$ cat config.mk
export PLATFORM = sky130hd
export DESIGN_NAME = bas_supervisor
export DESIGN_NICKNAME = d
export VERILOG_FILES = /design/src/rtl/bas_pkg.sv /design/src/rtl/bas_mismatch_timer.sv /design/src/rtl/bas_supervisor.sv
export SDC_FILE = /design/constraint.sdc
export NUM_CORES = 1
export LEC_CHECK = 0
export BUFFER_PORTS_ARGS = -buffer_cell sky130_fd_sc_hd__buf_2
export CAP_MARGIN = 25
export CORE_ASPECT_RATIO = 1.4
export CORE_MARGIN = 2
export CORE_UTILIZATION = 30
export DETAILED_ROUTE_END_ITERATION = 8
export SLEW_MARGIN = 5
export SYNTH_ARGS = -nofsm -noshare
export SYNTH_HDL_FRONTEND = slang
export SYNTH_SLANG_ARGS = --single-unit
$ cat constraint.sdc
create_clock -name mclk -period 6.1 [get_ports mclk]
set_input_delay 0.305 -clock mclk [delete_from_list [all_inputs] [get_ports mclk]]
set_output_delay 0.305 -clock mclk [all_outputs]
set_load 0.02 [all_outputs]
$ cat src/rtl/bas_pkg.sv
/*
 brake acknowledge supervisor and start-torque selector: shared constants.
 assumes a 10 MHz control clock; times are given in tenths of a second.
*/
`default_nettype none
package bas_pkg;
	localparam int CLK_HZ = 10_000_000;
	localparam int TENTH_S_CYCLES = CLK_HZ / 10;
	localparam int TIME_W = 10;
	localparam int CNT_W = 30;
	localparam int TORQ_W = 16;
	typedef enum logic [1:0] {BAS_ALARM, BAS_FAULT, BAS_RSVD, BAS_CRANE} bas_react_e;
	localparam logic [1:0] REACT_RESET = 2'h1;
	localparam logic [3:0] SEL_OFF = 4'h0;
	localparam logic [3:0] SEL_MEMORY = 4'h1;
	localparam logic [3:0] SEL_FIXED = 4'h2;
	localparam logic [3:0] SEL_AI1 = 4'h3;
	localparam logic [3:0] SEL_AI6 = 4'h8;
	localparam logic signed [TORQ_W-1:0] FIXED_MAX = 16'sh0145;
	localparam logic signed [TORQ_W-1:0] FIXED_MIN = -16'sh0145;
	localparam logic signed [TORQ_W-1:0] FIXED_DEFAULT = 16'sh0064;
	localparam int ALARM_A_SLOW_BIT = 15;
	localparam int ALARM_B_BRAKE_BIT = 5;
	localparam int FAULT_D_BRAKE_BIT = 3;
	localparam int CTRL_ON_BIT = 0;
	localparam int CTRL_COAST_BIT = 1;
	localparam int CTRL_RUN_BIT = 3;
	localparam int AUX_B_MEM_CLR_BIT = 13;
	localparam int NUM_AI = 6;
endpackage : bas_pkg
`default_nettype wire

$ cat src/rtl/bas_mismatch_timer.sv
/*
 one mismatch timer: counts continuous disagreement, flags when over the limit.
 assumes limit given in cycles, sampled every clock.
*/
`default_nettype none
module bas_mismatch_timer (
	input wire logic mclk,
	input wire logic rst,
	input wire logic active,
	input wire logic differ,
	input wire logic [bas_pkg::CNT_W-1:0] limit,
	output logic expired
);
	logic [bas_pkg::CNT_W-1:0] cnt_reg, cnt_next;
	always_comb begin
		cnt_next = cnt_reg;
		if (!(active && differ))
			cnt_next = '0;
		else if (cnt_reg <= limit)
			cnt_next = cnt_reg + 1'b1;
	end
	always_ff @(posedge mclk or posedge rst) begin
		if (rst)
			cnt_reg <= '0;
		else
			cnt_reg <= cnt_next;
	end
	// longer than the limit: one cycle past it
	assign expired = active && differ && (cnt_reg > limit);
endmodule : bas_mismatch_timer
`default_nettype wire

$ cat src/rtl/bas_supervisor.sv
/*
 brake acknowledge supervisor with start-torque source selection.
 assumes all inputs synchronous to mclk; brake alarm and fault flags are cleared by fault_reset, slow alarm by on/coast low.
*/
// How it works
// - reaction chosen by setting, fault after reset
// - setting 0: brake alarm only, no trip
// - setting 1: trip and set brake fault
// - crane: open trips, close gives slow alarm
// - slow alarm: zero speed until on/coast low
// - open mismatch beyond open time raises reaction
// - close mismatch beyond close time raises reaction
// - selector codes: off, memory, fixed, six inputs
// - memory torque never below fixed magnitude
// - aux bit 13 clears stored torque memory
// - fixed torque clamped to +/-325, default 100
// - run start: zero speed, start torque, delay
`default_nettype none
module bas_supervisor (
	input wire logic mclk,
	input wire logic rst,
	input wire logic cfg_load,
	input wire logic [1:0] brake_fault_reaction_sel,
	input wire logic [3:0] start_torque_sel,
	input wire logic signed [bas_pkg::TORQ_W-1:0] fixed_start_torque,
	input wire logic [bas_pkg::TIME_W-1:0] open_mismatch_time,
	input wire logic [bas_pkg::TIME_W-1:0] close_mismatch_time,
	input wire logic [bas_pkg::TIME_W-1:0] brake_reference_delay,
	input wire logic brake_open_cmd,
	input wire logic brake_ack_input,
	input wire logic [15:0] main_control_flags,
	input wire logic [15:0] effective_control_flags,
	input wire logic [15:0] aux_control_flags_b,
	input wire logic fault_reset,
	input wire logic torque_store,
	input wire logic signed [bas_pkg::TORQ_W-1:0] torque_actual,
	input wire logic [6*bas_pkg::TORQ_W-1:0] analog_in,
	output logic [15:0] alarm_flags_a,
	output logic [15:0] alarm_flags_b,
	output logic [15:0] fault_flags_d,
	output logic trip,
	output logic speed_ref_zero,
	output logic speed_ctrl_hold,
	output logic torque_ref_override,
	output logic signed [bas_pkg::TORQ_W-1:0] start_torque
);
	localparam logic [bas_pkg::CNT_W-1:0] TENTH =
		bas_pkg::CNT_W'(bas_pkg::TENTH_S_CYCLES);
	bas_pkg::bas_react_e react_reg, react_next;
	logic signed [bas_pkg::TORQ_W-1:0] fixed_reg, fixed_next;
	logic [3:0] sel_reg, sel_next;
	logic brake_alarm_reg, brake_alarm_next;
	logic brake_fault_reg, brake_fault_next;
	logic slow_reg, slow_next;
	logic signed [bas_pkg::TORQ_W-1:0] mem_reg, mem_next;
	logic signed [bas_pkg::TORQ_W-1:0] st_reg, st_next;
	logic [bas_pkg::CNT_W-1:0] dly_reg, dly_next;
	logic run_d_reg, run_d_next;
	logic szero_reg, szero_next, hold_reg, hold_next, ovr_reg, ovr_next;
	logic open_exp, close_exp, run, on_ok;
	logic signed [bas_pkg::TORQ_W-1:0] ai [bas_pkg::NUM_AI];
	logic signed [bas_pkg::TORQ_W-1:0] fixed_abs, mem_sel;

	genvar gi;
	generate
		for (gi = 0; gi < bas_pkg::NUM_AI; gi++) begin : g_ai
			assign ai[gi] = analog_in[gi*bas_pkg::TORQ_W +: bas_pkg::TORQ_W];
		end
	endgenerate

	bas_mismatch_timer u_open (
		.mclk(mclk),
		.rst(rst),
		.active(brake_open_cmd),
		.differ(brake_open_cmd != brake_ack_input),
		.limit(bas_pkg::CNT_W'(open_mismatch_time) * TENTH),
		.expired(open_exp)
	);
	bas_mismatch_timer u_close (
		.mclk(mclk),
		.rst(rst),
		.active(!brake_open_cmd),
		.differ(brake_open_cmd != brake_ack_input),
		.limit(bas_pkg::CNT_W'(close_mismatch_time) * TENTH),
		.expired(close_exp)
	);

	assign run = main_control_flags[bas_pkg::CTRL_RUN_BIT];
	assign on_ok = effective_control_flags[bas_pkg::CTRL_ON_BIT] &&
		effective_control_flags[bas_pkg::CTRL_COAST_BIT];
	assign fixed_abs = fixed_reg[bas_pkg::TORQ_W-1] ? -fixed_reg : fixed_reg;

	always_comb begin
		react_next = react_reg;
		fixed_next = fixed_reg;
		sel_next = sel_reg;
		if (cfg_load) begin
			react_next = bas_pkg::bas_react_e'(brake_fault_reaction_sel);
			if (react_next == bas_pkg::BAS_RSVD)
				react_next = react_reg;
			if (fixed_start_torque > bas_pkg::FIXED_MAX)
				fixed_next = bas_pkg::FIXED_MAX;
			else if (fixed_start_torque < bas_pkg::FIXED_MIN)
				fixed_next = bas_pkg::FIXED_MIN;
			else
				fixed_next = fixed_start_torque;
			// codes above the last input are ignored
			if (start_torque_sel <= bas_pkg::SEL_AI6)
				sel_next = start_torque_sel;
		end
	end

	always_comb begin
		brake_alarm_next = brake_alarm_reg;
		brake_fault_next = brake_fault_reg;
		slow_next = slow_reg;
		if (fault_reset) begin
			brake_alarm_next = 1'b0;
			brake_fault_next = 1'b0;
		end
		if (!on_ok)
			slow_next = 1'b0;
		// a new event wins over a same-cycle reset
		case (react_reg)
			bas_pkg::BAS_ALARM: begin
				if (open_exp || close_exp)
					brake_alarm_next = 1'b1;
			end
			bas_pkg::BAS_FAULT: begin
				if (open_exp || close_exp)
					brake_fault_next = 1'b1;
			end
			bas_pkg::BAS_CRANE: begin
				if (open_exp)
					brake_fault_next = 1'b1;
				if (close_exp && on_ok)
					slow_next = 1'b1;
			end
			default: begin
				brake_fault_next = brake_fault_reg;
			end
		endcase
	end

	always_comb begin
		mem_next = mem_reg;
		if (torque_store)
			mem_next = torque_actual;
		if (aux_control_flags_b[bas_pkg::AUX_B_MEM_CLR_BIT])
			mem_next = '0;
		// magnitude floor keeps the sign of the stored torque
		if (mem_reg[bas_pkg::TORQ_W-1])
			mem_sel = (-mem_reg < fixed_abs) ? -fixed_abs : mem_reg;
		else
			mem_sel = (mem_reg < fixed_abs) ? fixed_abs : mem_reg;
		case (sel_reg)
			bas_pkg::SEL_OFF: st_next = '0;
			bas_pkg::SEL_MEMORY: st_next = mem_sel;
			bas_pkg::SEL_FIXED: st_next = fixed_reg;
			default: begin
				if (sel_reg >= bas_pkg::SEL_AI1 && sel_reg <= bas_pkg::SEL_AI6)
					st_next = ai[3'(sel_reg - bas_pkg::SEL_AI1)];
				else
					st_next = '0;
			end
		endcase
	end

	always_comb begin
		run_d_next = run;
		dly_next = dly_reg;
		if (run && !run_d_reg)
			dly_next = bas_pkg::CNT_W'(brake_reference_delay) * TENTH;
		else if (!run)
			dly_next = '0;
		else if (dly_reg != '0)
			dly_next = dly_reg - 1'b1;
		ovr_next = run && (dly_next != '0);
		szero_next = ovr_next || slow_next;
		hold_next = ovr_next || slow_next;
	end

	always_ff @(posedge mclk or posedge rst) begin
		if (rst) begin
			react_reg <= bas_pkg::bas_react_e'(bas_pkg::REACT_RESET);
			fixed_reg <= bas_pkg::FIXED_DEFAULT;
			sel_reg <= bas_pkg::SEL_OFF;
			brake_alarm_reg <= 1'b0;
			brake_fault_reg <= 1'b0;
			slow_reg <= 1'b0;
			mem_reg <= '0;
			st_reg <= '0;
			dly_reg <= '0;
			run_d_reg <= 1'b0;
			ovr_reg <= 1'b0;
			szero_reg <= 1'b0;
			hold_reg <= 1'b0;
		end else begin
			react_reg <= react_next;
			fixed_reg <= fixed_next;
			sel_reg <= sel_next;
			brake_alarm_reg <= brake_alarm_next;
			brake_fault_reg <= brake_fault_next;
			slow_reg <= slow_next;
			mem_reg <= mem_next;
			st_reg <= st_next;
			dly_reg <= dly_next;
			run_d_reg <= run_d_next;
			ovr_reg <= ovr_next;
			szero_reg <= szero_next;
			hold_reg <= hold_next;
		end
	end

	always_comb begin
		alarm_flags_a = '0;
		alarm_flags_a[bas_pkg::ALARM_A_SLOW_BIT] = slow_reg;
		alarm_flags_b = '0;
		alarm_flags_b[bas_pkg::ALARM_B_BRAKE_BIT] = brake_alarm_reg;
		fault_flags_d = '0;
		fault_flags_d[bas_pkg::FAULT_D_BRAKE_BIT] = brake_fault_reg;
	end
	assign trip = brake_fault_reg;
	assign speed_ref_zero = szero_reg;
	assign speed_ctrl_hold = hold_reg;
	assign torque_ref_override = ovr_reg;
	assign start_torque = st_reg;
endmodule : bas_supervisor
`default_nettype wire

Word level (Yosys, flattened, before mapping). Index checks and enable logic that the tools add are counted.

Register bits: 150. Word-level logic and storage cells: 97.

Add/sub/neg operators: 7. $mul: 3. Order comparisons: 12. Equal/unequal tests: 8. Muxes and demuxes: 30. Bitwise logic cells: 2. Reduce and logical (&&, ||, !) cells: 21.

Operators by type and width (count): $mux 30 (7); $mux 16 (11); $mul 10x14->24 const B (3); $add 30x1->30 const B (2); $gt 30x30->1 (2); $le 30x30->1 (2); $reduce_bool 30->1 (2); $bmux 16 s3 (1); $neg 16->16 (3); $pmux 16 s3 (1); $lt 16x16->1 (2); $sub 30x1->30 const B (1); $gt 16x10->1 const B (1); $lt 16x10->1 const B (1); $logic_and 1x1->1 (9); $mux 1 (9); $le 4x4->1 const B (2); $eq 2x2->1 const B (2); $eq 4x1->1 const B (1); $eq 4x2->1 const B (1); $ge 4x2->1 const B (1); $ge 4x4->1 const B (1); $logic_not 4->1 (1); $ne 2x2->1 const B (2); 12 further kinds (15).

Longest topological paths before layout. Gate-level depths: netlist of run 1.

Word-level depth: 7. Gate-level depth with buffers: 29.

Cells and area by module. Synthesis of run 1 repeated with hierarchy kept, for this count alone.

Cell total of the unflattened synthesis: 2274. Area total of the unflattened synthesis: 19661.4 um^2.

By module, submodules not included: bas_supervisor (instances 1, cells an instance 1618, area each 14288.7 um^2, seq. area each 2257.2 um^2); bas_mismatch_timer (instances 2, cells an instance 328, area each 2686.3 um^2, seq. area each 750.7 um^2).

Least setup slack after synthesis of run 1. No wires, ideal clock.

Kind: input to register. Start: input close_mismatch_time[1] (netlist name). End: register u_close.cnt_reg[24] (netlist name). Library setup time: 0.078 ns. Arrival time: 6.552 ns. Data required time: 6.022 ns. Slack: -0.530 ns. Cell stages on the path: 27. Path through: inv_1 > fa_1 > inv_1 > ha_1 > fa_1 > inv_1 > fa_1 > inv_1 > fa_1 > ha_1 > and3_1 > a211oi_1 > o21ai_0 > a21oi_1 > nor2_1 > a2111oi_0 > a21oi_1 > xnor2_1 > ha_1 > and3_1 > nand4_1 > a31oi_1 > o21ai_0 > clkbuf_1 > nand4_1 > or3_1 > a21oi_1.

Cells in the longest elaborated chain, start to end: 3.

RTL lines: start: declaration (line bas_supervisor.sv:27) `input wire logic [bas_pkg::TIME_W-1:0] close_mismatch_time,`; $mul 10x14->24 (line bas_supervisor.sv:84) `.limit(bas_pkg::CNT_W'(close_mismatch_time) * TENTH),`; $le 30x30->1 (line bas_mismatch_timer.sv:19) `else if (cnt_reg <= limit)`; $ne 2x2->1 (no source line); end signal: assignment (line bas_mismatch_timer.sv:26) `cnt_reg <= cnt_next;`; end: declaration (line bas_mismatch_timer.sv:14) `logic [bas_pkg::CNT_W-1:0] cnt_reg, cnt_next;`.

No other way between the ends. A chain may end at the register's enable or synchronous reset.

Final worst setup path of run 1.
Start: input close_mismatch_time[2] (netlist name). End: register u_close.cnt_reg[6] (netlist name).

Same word-level chain as after synthesis.

==> metrics.cfg, run 1 <==
[timing]
rsz0062_at_grt=yes
finClkSkew_ns=0.0104
max_freq_mhz=164
period_minus_slack_ns=6.09
setup_ws_ns=0.00806
final-hold-violation-count=0
worstMarginPinSlew_ns=0.946
holdWs_ns=0.0262
maxSlewViolCount=0
relSlewSlack=0.369
period_share=0.999
setup_viol=0

[clocking]
root_buffer=clkbuf_16
numCtsBuffers=17
cts_tree=yes
clock_sinks=150
clk_latency_ns=0.46
ctsHoldBuffers=0
path_clk_slew_ns=0.07
cts.path.max_buffers=2
cts_max_level=4

[run]
maxCapViolCount=0

[cells_and_area]
mostFrequentLayoutCells=ha_1 (305), inv_1 (233), nor2_1 (194), buf_2 (194), dfrtp_1 (145)
diodes=0
stdcell_count=3134
area_growth_pct=18.4
drive_gt1_frac=0.187
final_common_cell=ha_1
num-nets-final=2914
fin_util=0.360

[critical_path]
cpMostUsedCell=fa_1
crit_type=input pin to register
critPathMaxStageDelay_ns=0.53
r2r.worst_path.cells=17
endpoint_kind=register
crit_path_start=close_mismatch_time[2]
worstReg2RegEnd=start_torque[13]$_DFF_PP0_
cp_data_arrival_time_ns=6.47
cp_max_fo=8
cpMaxStageDelayCell=fa_1
critPathRequiredTime_ns=6.48
r2r_start=fixed_reg[0]$_DFFE_PP0P_
crit_path_start_kind=input pin
r2r_slack_ns=1.21
critPathCapture=u_close.cnt_reg[6]$_DFFE_PP0P_

[route]
wl_met3_um=1950
ant_nets=0
wl_per_cell_um=15.4
dr.pass1.iters=5
wl_met1_um=19700
drt-total-wl_um=48400
drc=0
num_vias=15600
maxUsedRoutingLayer=met5
routed-wl-met2_um=25400
avgViaCountPerCell=4.99
drtIter0Drc=689

[yosys]
ys_seq_area_frac=0.207
postSynthCellCount=2058
yosysWarnings=0
ys.flop_type=dfrtp_1
synth_edf_count=0
syn_area_per_cell_um2=8.84
syn_area_mm2=0.0182
ys_ff_latch=150
ys_types=82
synthArstFlopShare=1.00

[power_and_ir_drop]
switchingPower_w=0.00275
total_power_w=0.00622
power.share.combinational=0.633
p_seq_frac=0.197
leakage_nw=10.4
power_density_mw_per_mm2=289
power.clock.fraction=0.171
peakVddDrop_v=0.000173
p_int_w=0.00347
swShare=0.442

[global_route]
grt_overflow=0
grt_pass1_vias=16100
grt_usage=0.158
grt_max_degree=91
grt_pass1_wl_um=80300
antenna_found_initial=2

[placement]
dp_cells=3078
pre_cts_ws_ns=-0.594
dp_hpwl_um=39700
port_buffers=197
gp_congestion=0.898

[floorplan]
die_width_um=212
coreArea_mm2=0.0598
num_rows=106
io_pins=287
die_h_um=295
initial_core_util=0.304
die_area_mm2=0.0626

[min_path]
hold_class=input pin to async pin

[outcome]
outcome=finished, final reports clean

[what timing repair did]
| action | 4_1_cts | 5_1_grt |
|---|---|---|
| gates resized for setup | 5 | 77 |
| cloned | 0 | 1 |
| endpoints found under the setup margin | 29 | 62 |
| pin swaps | 7 | 53 |
| buffers inserted | 9 | 13 |
[how the worst min path moves through the flow]
stage	from	to	slack, ns	depth (start not counted)
after floorplan	main_control_flags[3]	run_d_reg$_DFF_PP0_	0.34	0
after global placement	fault_reset	brake_alarm_reg$_DFF_PP0_	0.50	2
after detailed placement	fault_reset	brake_alarm_reg$_DFF_PP0_	0.52	2
after CTS	fault_reset	brake_alarm_reg$_DFF_PP0_	0.02	2
after global routing	fault_reset	brake_alarm_reg$_DFF_PP0_	0.05	2
final	rst	u_open.cnt_reg[17]$_DFFE_PP0N_	0.03	2
[final cells by class]
cell class                      instances  area (um2)
Clock buffer                           19         443
Clock inverter                         13         139
Tap cell                              810        1010
Inverter                              243         923
Sequential cell                       150        3760
Multi-Input combinational cell       1600       13400
Timing Repair Buffer                  299        1820
Fill cell                            6122       38300
[logic make-up after synthesis]
logic type / after synthesis / synth area share
compound gates: 395 / 0.140
xor+xnor: 154 / 0.0742
fa+ha+maj: 384 / 0.295
buf+inv: 352 / 0.0837
flops: 150 / 0.207
mux: 58 / 0.0431
other cells: 1 / 0.000206
simple gates: 564 / 0.157
[Yosys cell counts (5+ instances only)]
| library cell | count | share of area |
|---|---|---|
| ha_1 | 309 | 0.21 |
| inv_1 | 242 | 0.050 |
| nor2_1 | 197 | 0.041 |
| dfrtp_1 | 146 | 0.20 |
| a21oi_1 | 107 | 0.029 |
| o21ai_0 | 85 | 0.023 |
| xnor2_1 | 85 | 0.041 |
| fa_1 | 75 | 0.083 |
| xor2_1 | 69 | 0.033 |
| nand2_1 | 62 | 0.013 |
| nor3_1 | 59 | 0.016 |
| clkbuf_1 | 52 | 0.011 |
| buf_4 | 49 | 0.020 |
| nand4_1 | 43 | 0.015 |
| nand3_1 | 42 | 0.012 |
| mux2i_1 | 40 | 0.022 |
| a21o_1 | 31 | 0.013 |
| a211oi_1 | 29 | 0.012 |
| or3_1 | 25 | 0.0086 |
| nor2b_1 | 23 | 0.0079 |
| nor4_1 | 21 | 0.0072 |
| nand2b_1 | 18 | 0.0062 |
| and3_1 | 17 | 0.0058 |
| o211ai_1 | 17 | 0.0070 |
| a31oi_1 | 16 | 0.0055 |
| mux4_2 | 16 | 0.020 |
| o22ai_1 | 15 | 0.0052 |
| or4_1 | 14 | 0.0058 |
| and2_1 | 12 | 0.0041 |
| o21bai_1 | 12 | 0.0050 |
| o21a_1 | 10 | 0.0041 |
| and4_1 | 9 | 0.0043 |
| o31ai_1 | 8 | 0.0033 |
| buf_1 | 5 | 0.0010 |
| o2111ai_1 | 5 | 0.0024 |
| o41ai_1 | 5 | 0.0024 |
[critical path, delay by kind of cell]
| kind | cells | cell delay [ns] |
|---|---|---|
| compound gates | 6 | 1.28 |
| simple gates | 9 | 1.60 |
| buf+inv | 6 | 0.46 |
| xor+xnor | 1 | 0.08 |
| fa+ha+maj | 7 | 2.76 |
[per-stage QoR]
step | cell area [um2] | TNS (ns)
after detailed placement | 20400 | -26.91
after global routing | 21500 | -6.43
final | 21500 | 0
after CTS | 21100 | -0.0335
after floorplan | 18400 | -0.0348
after global placement | 20400 | -24.19
[layer usage]
metal,up-vias,global-route usage
li1,7680,-
met1,7477,0.180
met2,395,0.297
met3,78,0.0227
met4,4,0.0579
met5,-,0
[power by group through the flow]
stage	Clock, W	Sequential (W)	Combinational, W
6_report	0.00106	0.00122	0.00393
5_1_grt	0.00114	0.00124	0.00449
4_1_cts	0.00110	0.00122	0.00383
2_1_floorplan	0	0.00123	0.00270
3_3_place_gp	0	0.00124	0.00365
3_5_place_dp	0	0.00124	0.00374
(Power assumes the default switching activity.)
==> run 2: changes to the inputs <==
--- a/config.mk
+++ b/config.mk
@@ -5,12 +5,13 @@
 export SDC_FILE = /design/constraint.sdc
 export NUM_CORES = 1
 export LEC_CHECK = 0
-export BUFFER_PORTS_ARGS = -buffer_cell sky130_fd_sc_hd__buf_2
 export CAP_MARGIN = 25
 export CORE_ASPECT_RATIO = 1.4
 export CORE_MARGIN = 2
 export CORE_UTILIZATION = 30
 export DETAILED_ROUTE_END_ITERATION = 8
+export DONT_BUFFER_PORTS = 1
+export PLACE_DENSITY = 0.47
 export SLEW_MARGIN = 5
 export SYNTH_ARGS = -nofsm -noshare
 export SYNTH_HDL_FRONTEND = slang
==> run 2 against run 1 <==
Net effect:
- combinational power decreased by 5.6%
- clock skew increased by 0.0024 ns
- sequential share of layout area increased by 0.39 points
- total power decreased by 1.2%
- clock power increased by 10%
- non-clock buffer count decreased by 170
- hold slack improved by 0.012 ns
- critical path depth decreased by 1
- largest cell class unchanged
- highest routed layer unchanged
==> metrics.cfg, run 2 (same netlist as run 1, synthesis figures left out) <==
[route]
num_vias=14900  ; was 15600
dr.pass1.iters=5  ; unchanged
drc=0  ; unchanged
avgViaCountPerCell=5.01  ; was 4.99
drt-total-wl_um=49500  ; was 48400 um
wl_per_cell_um=16.7  ; was 15.4 um
drtIter0Drc=544  ; was 689
ant_nets=0  ; unchanged

[global_route]
grt_overflow=0  ; unchanged
antenna_found_initial=5  ; was 2
grt_pass1_wl_um=80600  ; was 80300 um
grt_pass1_vias=15300  ; was 16100
grt_max_degree=102  ; was 91
grt_usage=0.161  ; was 0.158

[floorplan]
io_pins=287  ; unchanged
die_h_um=295  ; unchanged
coreArea_mm2=0.0598  ; unchanged
die_area_mm2=0.0626  ; unchanged
die_width_um=212  ; unchanged
num_rows=106  ; unchanged
initial_core_util=0.304  ; unchanged

[cells_and_area]
fin_util=0.352  ; was 0.360
drive_gt1_frac=0.108  ; was 0.187
stdcell_count=2967  ; was 3134
final_common_cell=ha_1  ; unchanged
fill_cells=6113  ; was 6122
num-nets-final=2744  ; was 2914
multi_input_area_mm2=0.0135  ; was 0.0134 mm2
mostFrequentLayoutCells=ha_1 (305), inv_1 (233), nor2_1 (192), dfrtp_1 (145), a21oi_1 (98)  ; was ha_1 (305), inv_1 (233), nor2_1 (194), buf_2 (194), dfrtp_1 (145)
area_growth_pct=15.8  ; was 18.4%
register_area_mm2=0.00376  ; unchanged

[critical_path]
critPathMaxStageDelay_ns=0.58  ; was 0.53 ns
r2r.worst_path.cells=16  ; was 17
worstReg2RegEnd=start_torque[13]$_DFF_PP0_  ; unchanged
critPathRequiredTime_ns=6.47  ; was 6.48 ns
cp_max_fo=6  ; was 8
r2r_start=fixed_reg[0]$_DFFE_PP0P_  ; unchanged
critical_path_depth=28  ; was 29
cp_data_arrival_time_ns=6.40  ; was 6.47 ns
crit_family=adder cells  ; unchanged
crit_path_start=close_mismatch_time[2]  ; unchanged
crit_path_start_kind=input pin  ; unchanged
critPathBufInv=5  ; was 6
r2r_slack_ns=1.39  ; was 1.21 ns
crit_type=input pin to register  ; unchanged
endpoint_kind=register  ; unchanged
cpMostUsedCell=fa_1  ; unchanged
critPathCapture=u_close.cnt_reg[28]$_DFFE_PP0P_  ; was u_close.cnt_reg[6]$_DFFE_PP0P_
cpMaxStageDelayCell=fa_1  ; unchanged

[clocking]
root_buffer=clkbuf_16  ; unchanged
numCtsBuffers=17  ; unchanged
cts_max_level=4  ; unchanged
cts.path.max_buffers=2  ; unchanged
path_clk_slew_ns=0.07  ; about the same
clk_latency_ns=0.46  ; about the same
cts_tree=yes  ; unchanged
clock_sinks=150  ; unchanged

[timing]
setup_viol=0  ; unchanged
rsz0062_at_grt=yes  ; unchanged
period_minus_slack_ns=6.03  ; was 6.09 ns
setup_ws_ns=0.0748  ; was 0.00806 ns
final-hold-violation-count=0  ; unchanged
relSlewSlack=0.319  ; was 0.369
max_freq_mhz=166  ; was 164 MHz
period_share=0.988  ; was 0.999
worstMarginPinSlew_ns=1.02  ; was 0.946 ns
maxSlewViolCount=0  ; unchanged
finClkSkew_ns=0.0128  ; was 0.0104 ns

[power_and_ir_drop]
power_density_mw_per_mm2=292  ; was 289 mW/mm2
total_power_w=0.00614  ; was 0.00622 W
peakVddDrop_v=0.000199  ; was 0.000173 V
leakage_nw=9.76  ; was 10.4 nW

[placement]
dp_hpwl_um=40100  ; was 39700 um
port_buffers=0  ; was 197
pre_cts_ws_ns=-0.542  ; was -0.594 ns
gp_congestion=0.846  ; was 0.898
dp_cells=2869  ; was 3078

[outcome]
outcome=finished, final reports clean  ; unchanged

[min_path]
hold_class=input pin to register  ; was input pin to async pin
worstHoldPathCells=2

[run]
maxCapViolCount=0  ; unchanged

==> run 2: how the worst min path moves through the flow <==
stage	start	to	slack, ns
2_1_floorplan	main_control_flags[3]	run_d_reg$_DFF_PP0_	0.34
3_3_place_gp	main_control_flags[3]	run_d_reg$_DFF_PP0_	0.34
3_5_place_dp	main_control_flags[3]	run_d_reg$_DFF_PP0_	0.34
4_1_cts	torque_store	mem_reg[3]$_DFFE_PP0P_	0.0004
5_1_grt	torque_actual[5]	mem_reg[5]$_DFFE_PP0P_	0.02
6_report	torque_actual[5]	mem_reg[5]$_DFFE_PP0P_	0.04
==> run 2: power by group <==
group / switching, W / internal [W]
clock network: 0.000500 / 0.000668
logic: 0.00203 / 0.00169
registers: 0.000167 / 0.00110
total: 0.00269 / 0.00345
==> run 2: through the flow <==
step / hold slack, ns / TNS [ns] / cell area (um2)
after floorplan: 0.336 / -0.0348 / 18400
after global placement: 0.338 / -18.53 / 19300
after global routing: 0.0207 / -6.49 / 21100
after detailed placement: 0.338 / -22.35 / 19400
final: 0.0378 / 0 / 21100
after CTS: 0.000387 / 0 / 20500
==> run 2: worst reg2reg max path, cell delays in order, from the launching register on <==
cell and delay (ns):
dfrtp_1 0.46, inv_1 0.16, ha_1 0.24, nor2b_1 0.45
a41oi_1 0.22, xnor2_1 0.49, inv_1 0.20, ha_1 0.34
a21o_1 0.16, a21oi_1 0.14, nor2_1 0.06, a21oi_1 0.22
a31oi_2 0.12, buf_4 0.24, o21ai_0 0.58, nor2_1 0.10
o41ai_1 0.43
==> run 2: what timing repair did <==
item | in CTS | in global routing
setup buffers | 1 | 14
pin swaps | 0 | 78
hold endpoints to repair | 141 | 0
cloned | 0 | 2
setup endpoints to repair | 4 | 58
resized for setup | 2 | 105
hold buffers | 46 | 0
==> run 2: per-layer routing <==
| layer | up-vias | share of wire | track usage |
|---|---|---|---|
| li1 | 7350 | - | - |
| met1 | 7108 | 0.41 | 0.186 |
| met2 | 327 | 0.52 | 0.298 |
| met3 | 83 | 0.038 | 0.0223 |
| met4 | 4 | 0.031 | 0.0617 |
| met5 | - | 0.00061 | 0 |
==> run 2: final cells by class <==
| class | instances | share of cell area |
|---|---|---|
| Clock inverter | 14 | 0.00897 |
| Sequential cell | 150 | 0.179 |
| Clock buffer | 18 | 0.0209 |
| Tap cell | 810 | 0.0481 |
| Antenna cell | 3 | 0.000357 |
| Multi-Input combinational cell | 1600 | 0.643 |
| Timing Repair Buffer | 129 | 0.0565 |
| Inverter | 243 | 0.0441 |
==> run 3: changes to the inputs <==
--- a/config.mk
+++ b/config.mk
@@ -5,6 +5,7 @@
 export SDC_FILE = /design/constraint.sdc
 export NUM_CORES = 1
 export LEC_CHECK = 0
+export ABC_CLOCK_PERIOD_IN_PS = 6100
 export CAP_MARGIN = 25
 export CORE_ASPECT_RATIO = 1.4
 export CORE_MARGIN = 2
@@ -12,7 +13,9 @@
 export DETAILED_ROUTE_END_ITERATION = 8
 export DONT_BUFFER_PORTS = 1
 export PLACE_DENSITY = 0.47
+export REMOVE_ABC_BUFFERS = 1
 export SLEW_MARGIN = 5
 export SYNTH_ARGS = -nofsm -noshare
 export SYNTH_HDL_FRONTEND = slang
+export SYNTH_HIERARCHICAL = 1
 export SYNTH_SLANG_ARGS = --single-unit
==> run 3 against run 2 <==
Net effect:
- clock power down 6%
- design area up 4.9%
- synthesized cell count up 10%
- first-iteration DRC count up 46%
- register-to-register slack worse by 0.33 ns
==> metrics.cfg, run 3 <==
[route]
avgViaCountPerCell=5.24  ; was 5.01
drtIter0Drc=793  ; was 544
ant_nets=0  ; unchanged
dr.pass1.iters=5  ; unchanged
num_vias=16700  ; was 14900
drc=0  ; unchanged
wl_per_cell_um=17.5  ; was 16.7 um
drt-total-wl_um=55800  ; was 49500 um

[critical_path]
cpMaxStageDelayCell=fa_2  ; was fa_1
endpoint_kind=register  ; unchanged
crit_type=input pin to register  ; unchanged
cp_data_arrival_time_ns=6.36  ; was 6.40 ns
cpMostUsedCell=ha_4  ; was fa_1
crit_path_start_kind=input pin  ; unchanged
critPathMaxStageDelay_ns=0.59  ; was 0.58 ns
cp_max_fo=8  ; was 6
critPathRequiredTime_ns=6.44  ; was 6.47 ns

[yosys]
ys_ff_latch=150  ; unchanged
syn_area_mm2=0.0197  ; was 0.0182 mm2
ys_seq_area_frac=0.191  ; was 0.207
synth_top_area_share=0.203  ; was 0.213
yosysWarnings=6  ; was 0
synth_top_area_cell=ha_1  ; unchanged
ys_types=91  ; was 82
synth_common_cells=ha_1 (319), inv_1 (307), nor2_1 (166), dfrtp_1 (146), a21oi_1 (114)  ; was ha_1 (309), inv_1 (242), nor2_1 (197), dfrtp_1 (146), a21oi_1 (107)
synth_edf_count=0  ; unchanged
postSynthCellCount=2274  ; was 2058
synthArstFlopShare=1.00  ; unchanged
synth_area_leaders=ha_1 (20%), dfrtp_1 (19%), fa_1 (7.6%)  ; was ha_1 (21%), dfrtp_1 (20%), fa_1 (8.3%)
synth.most_common_cell=ha_1  ; unchanged
syn_area_per_cell_um2=8.65  ; was 8.84 um2
ys.flop_type=dfrtp_1  ; unchanged

[clocking]
path_clk_slew_ns=0.07  ; about the same
root_buffer=clkbuf_16  ; unchanged
cts_max_level=4  ; unchanged
cts_tree=yes  ; unchanged
cts.path.max_buffers=2  ; unchanged
numCtsBuffers=17  ; unchanged
clock_sinks=150  ; unchanged
clk_latency_ns=0.45  ; was 0.46 ns

[cells_and_area]
area_growth_pct=12.4  ; was 15.8%
drive_gt1_frac=0.114  ; was 0.108
fill_cells=6747  ; was 6113
diodes=0  ; was 3
num-nets-final=2939  ; was 2744
final_common_cell=ha_1  ; unchanged
mostFrequentLayoutCells=ha_1 (308), inv_1 (304), nor2_1 (164), dfrtp_1 (145), a21oi_1 (110)  ; was ha_1 (305), inv_1 (233), nor2_1 (192), dfrtp_1 (145), a21oi_1 (98)

[timing]
final-hold-violation-count=0  ; unchanged
setup_tns_ns=0  ; unchanged
period_minus_slack_ns=6.02  ; was 6.03 ns
rsz0062_at_grt=yes  ; unchanged
worstMarginPinSlew_ns=0.897  ; was 1.02 ns
finClkSkew_ns=0.0175  ; was 0.0128 ns
maxSlewViolCount=0  ; unchanged
max_freq_mhz=166  ; about the same
setup_viol=0  ; unchanged
holdWs_ns=0.0276  ; was 0.0378 ns
relSlewSlack=0.386  ; was 0.319
period_share=0.986  ; was 0.988

[floorplan]
num_rows=111  ; was 106
die_h_um=307  ; was 295 um
coreArea_mm2=0.0651  ; was 0.0598 mm2
die_area_mm2=0.0676  ; was 0.0626 mm2
die_width_um=220  ; was 212 um
io_pins=287  ; unchanged
initial_core_util=0.302  ; was 0.304

[global_route]
grt_pass1_vias=17100  ; was 15300
grt_overflow=0  ; unchanged
antenna_found_initial=1  ; was 5
grt_max_degree=60  ; was 102
grt_usage=0.166  ; was 0.161
grt_pass1_wl_um=90000  ; was 80600 um

[power_and_ir_drop]
power_density_mw_per_mm2=301  ; was 292 mW/mm2
leakage_nw=10.8  ; was 9.76 nW
peakVddDrop_v=0.000159  ; was 0.000199 V

[run]
maxCapViolCount=0  ; unchanged

[outcome]
outcome=finished, final reports clean  ; unchanged

[placement]
dp_hpwl_um=44800  ; was 40100 um
gp_congestion=0.805  ; was 0.846
port_buffers=0  ; unchanged

[min_path]
hold_class=input pin to register  ; unchanged

==> run 3: cell count changes in the layout (fill, tap and decap cells not counted), sizes merged, moves of 23 or more <==
cell,delta
nand2,+30
o41ai,+41
inv,+66
nor2,-31
nand3,+27
a211oi,-23
a31oi,+25
o31ai,+56
dlygate4sd3,-33
xor2,-39
==> run 3: through the flow <==
stage	util	power, W	std cells	instance area [um2]	setup slack, ns
after detailed placement	0.320	0.00529	3133	20900	-0.719
after CTS	0.332	0.00649	3178	21600	0.0240
after global placement	0.320	0.00524	3133	20900	-0.692
after floorplan	-	0.00418	2203	19100	-2.24
final	0.339	0.00664	3186	22100	0.0843
after global routing	0.339	0.00735	3186	22100	-0.178
==> run 3: final cells by class <==
type	count	area (um2)	share of cell area
clock buffers	21	470	0.0213
clock inverters	11	115	0.00521
inverters	310	1170	0.0528
multi-input cells	1743	14700	0.664
flip-flops and latches	150	3760	0.170
well taps	847	1060	0.0480
repair buffers	104	846	0.0383
==> run 3: final timing paths <==
check	to	startpoint	cells past startpoint	slack [ns]
max	brake_alarm_reg$_DFF_PP0_	close_mismatch_time[3]	25	0.08
min	fixed_reg[10]$_DFFE_PP0P_	fixed_start_torque[10]	2	0.03
max reg2reg	start_torque[10]$_DFF_PP0_	fixed_reg[0]$_DFFE_PP0P_	15	1.06
min reg2reg	react_reg[0]$_DFFE_PP1P_	react_reg[0]$_DFFE_PP1P_	2	0.51
max in group asynchronous	sel_reg[0]$_DFFE_PP0P_	rst	3	4.45
min in group asynchronous	u_open/cnt_reg[11]$_DFFE_PP0P_	rst	3	0.53
==> run 3: critical path, delay by kind of cell <==
kind,cells,cell delay (ns)
buffers and inverters,4,0.33
xor gates and xnor gates,1,0.13
adders and majority gates,7,2.78
and+or+nand+nor,7,1.71
AOI/OAI and AO/OA,6,1.07
==> run 3: cell families (layout without fill, tap and decap cells) <==
| kind of cell | Yosys count | after routing | synth area share |
|---|---|---|---|
| buffers and inverters | 437 | 446 | 0.0964 |
| multiplexers | 62 | 62 | 0.0423 |
| AO/OA/AOI/OAI | 515 | 515 | 0.179 |
| flip-flops | 150 | 150 | 0.191 |
| XOR/XNOR | 95 | 95 | 0.0423 |
| adder cells (fa/ha/maj) | 394 | 394 | 0.279 |
| AND/OR/NAND/NOR | 620 | 620 | 0.169 |
| other | 1 | 57 | 0.000191 |
==> run 3: what timing repair did <==
| action | 4_1_cts | 5_1_grt |
|---|---|---|
| buffers inserted | 0 | 7 |
| endpoints found under the setup margin | 38 | 64 |
| resized for setup | 6 | 65 |
| hold endpoints to repair | 138 | 0 |
| gates cloned | 0 | 0 |
| pin swaps | 2 | 44 |
| hold buffers | 13 | 0 |
==> run 3: report_power, final <==
| group | internal [W] | switching, W |
|---|---|---|
| logic | 0.00197 | 0.00231 |
| clock network | 0.000603 | 0.000496 |
| registers | 0.00110 | 0.000173 |
| total | 0.00367 | 0.00298 |
==> run 3: metal layers <==
layer / wire length (um) / part of all wire / global-route usage / vias up
met5: 0 / 0 / 0 / -
met4: 1560 / 0.028 / 0.0548 / 0
met3: 2610 / 0.047 / 0.0267 / 69
met2: 30100 / 0.54 / 0.319 / 433
met1: 21500 / 0.38 / 0.181 / 7988
li1: - / - / - / 8207
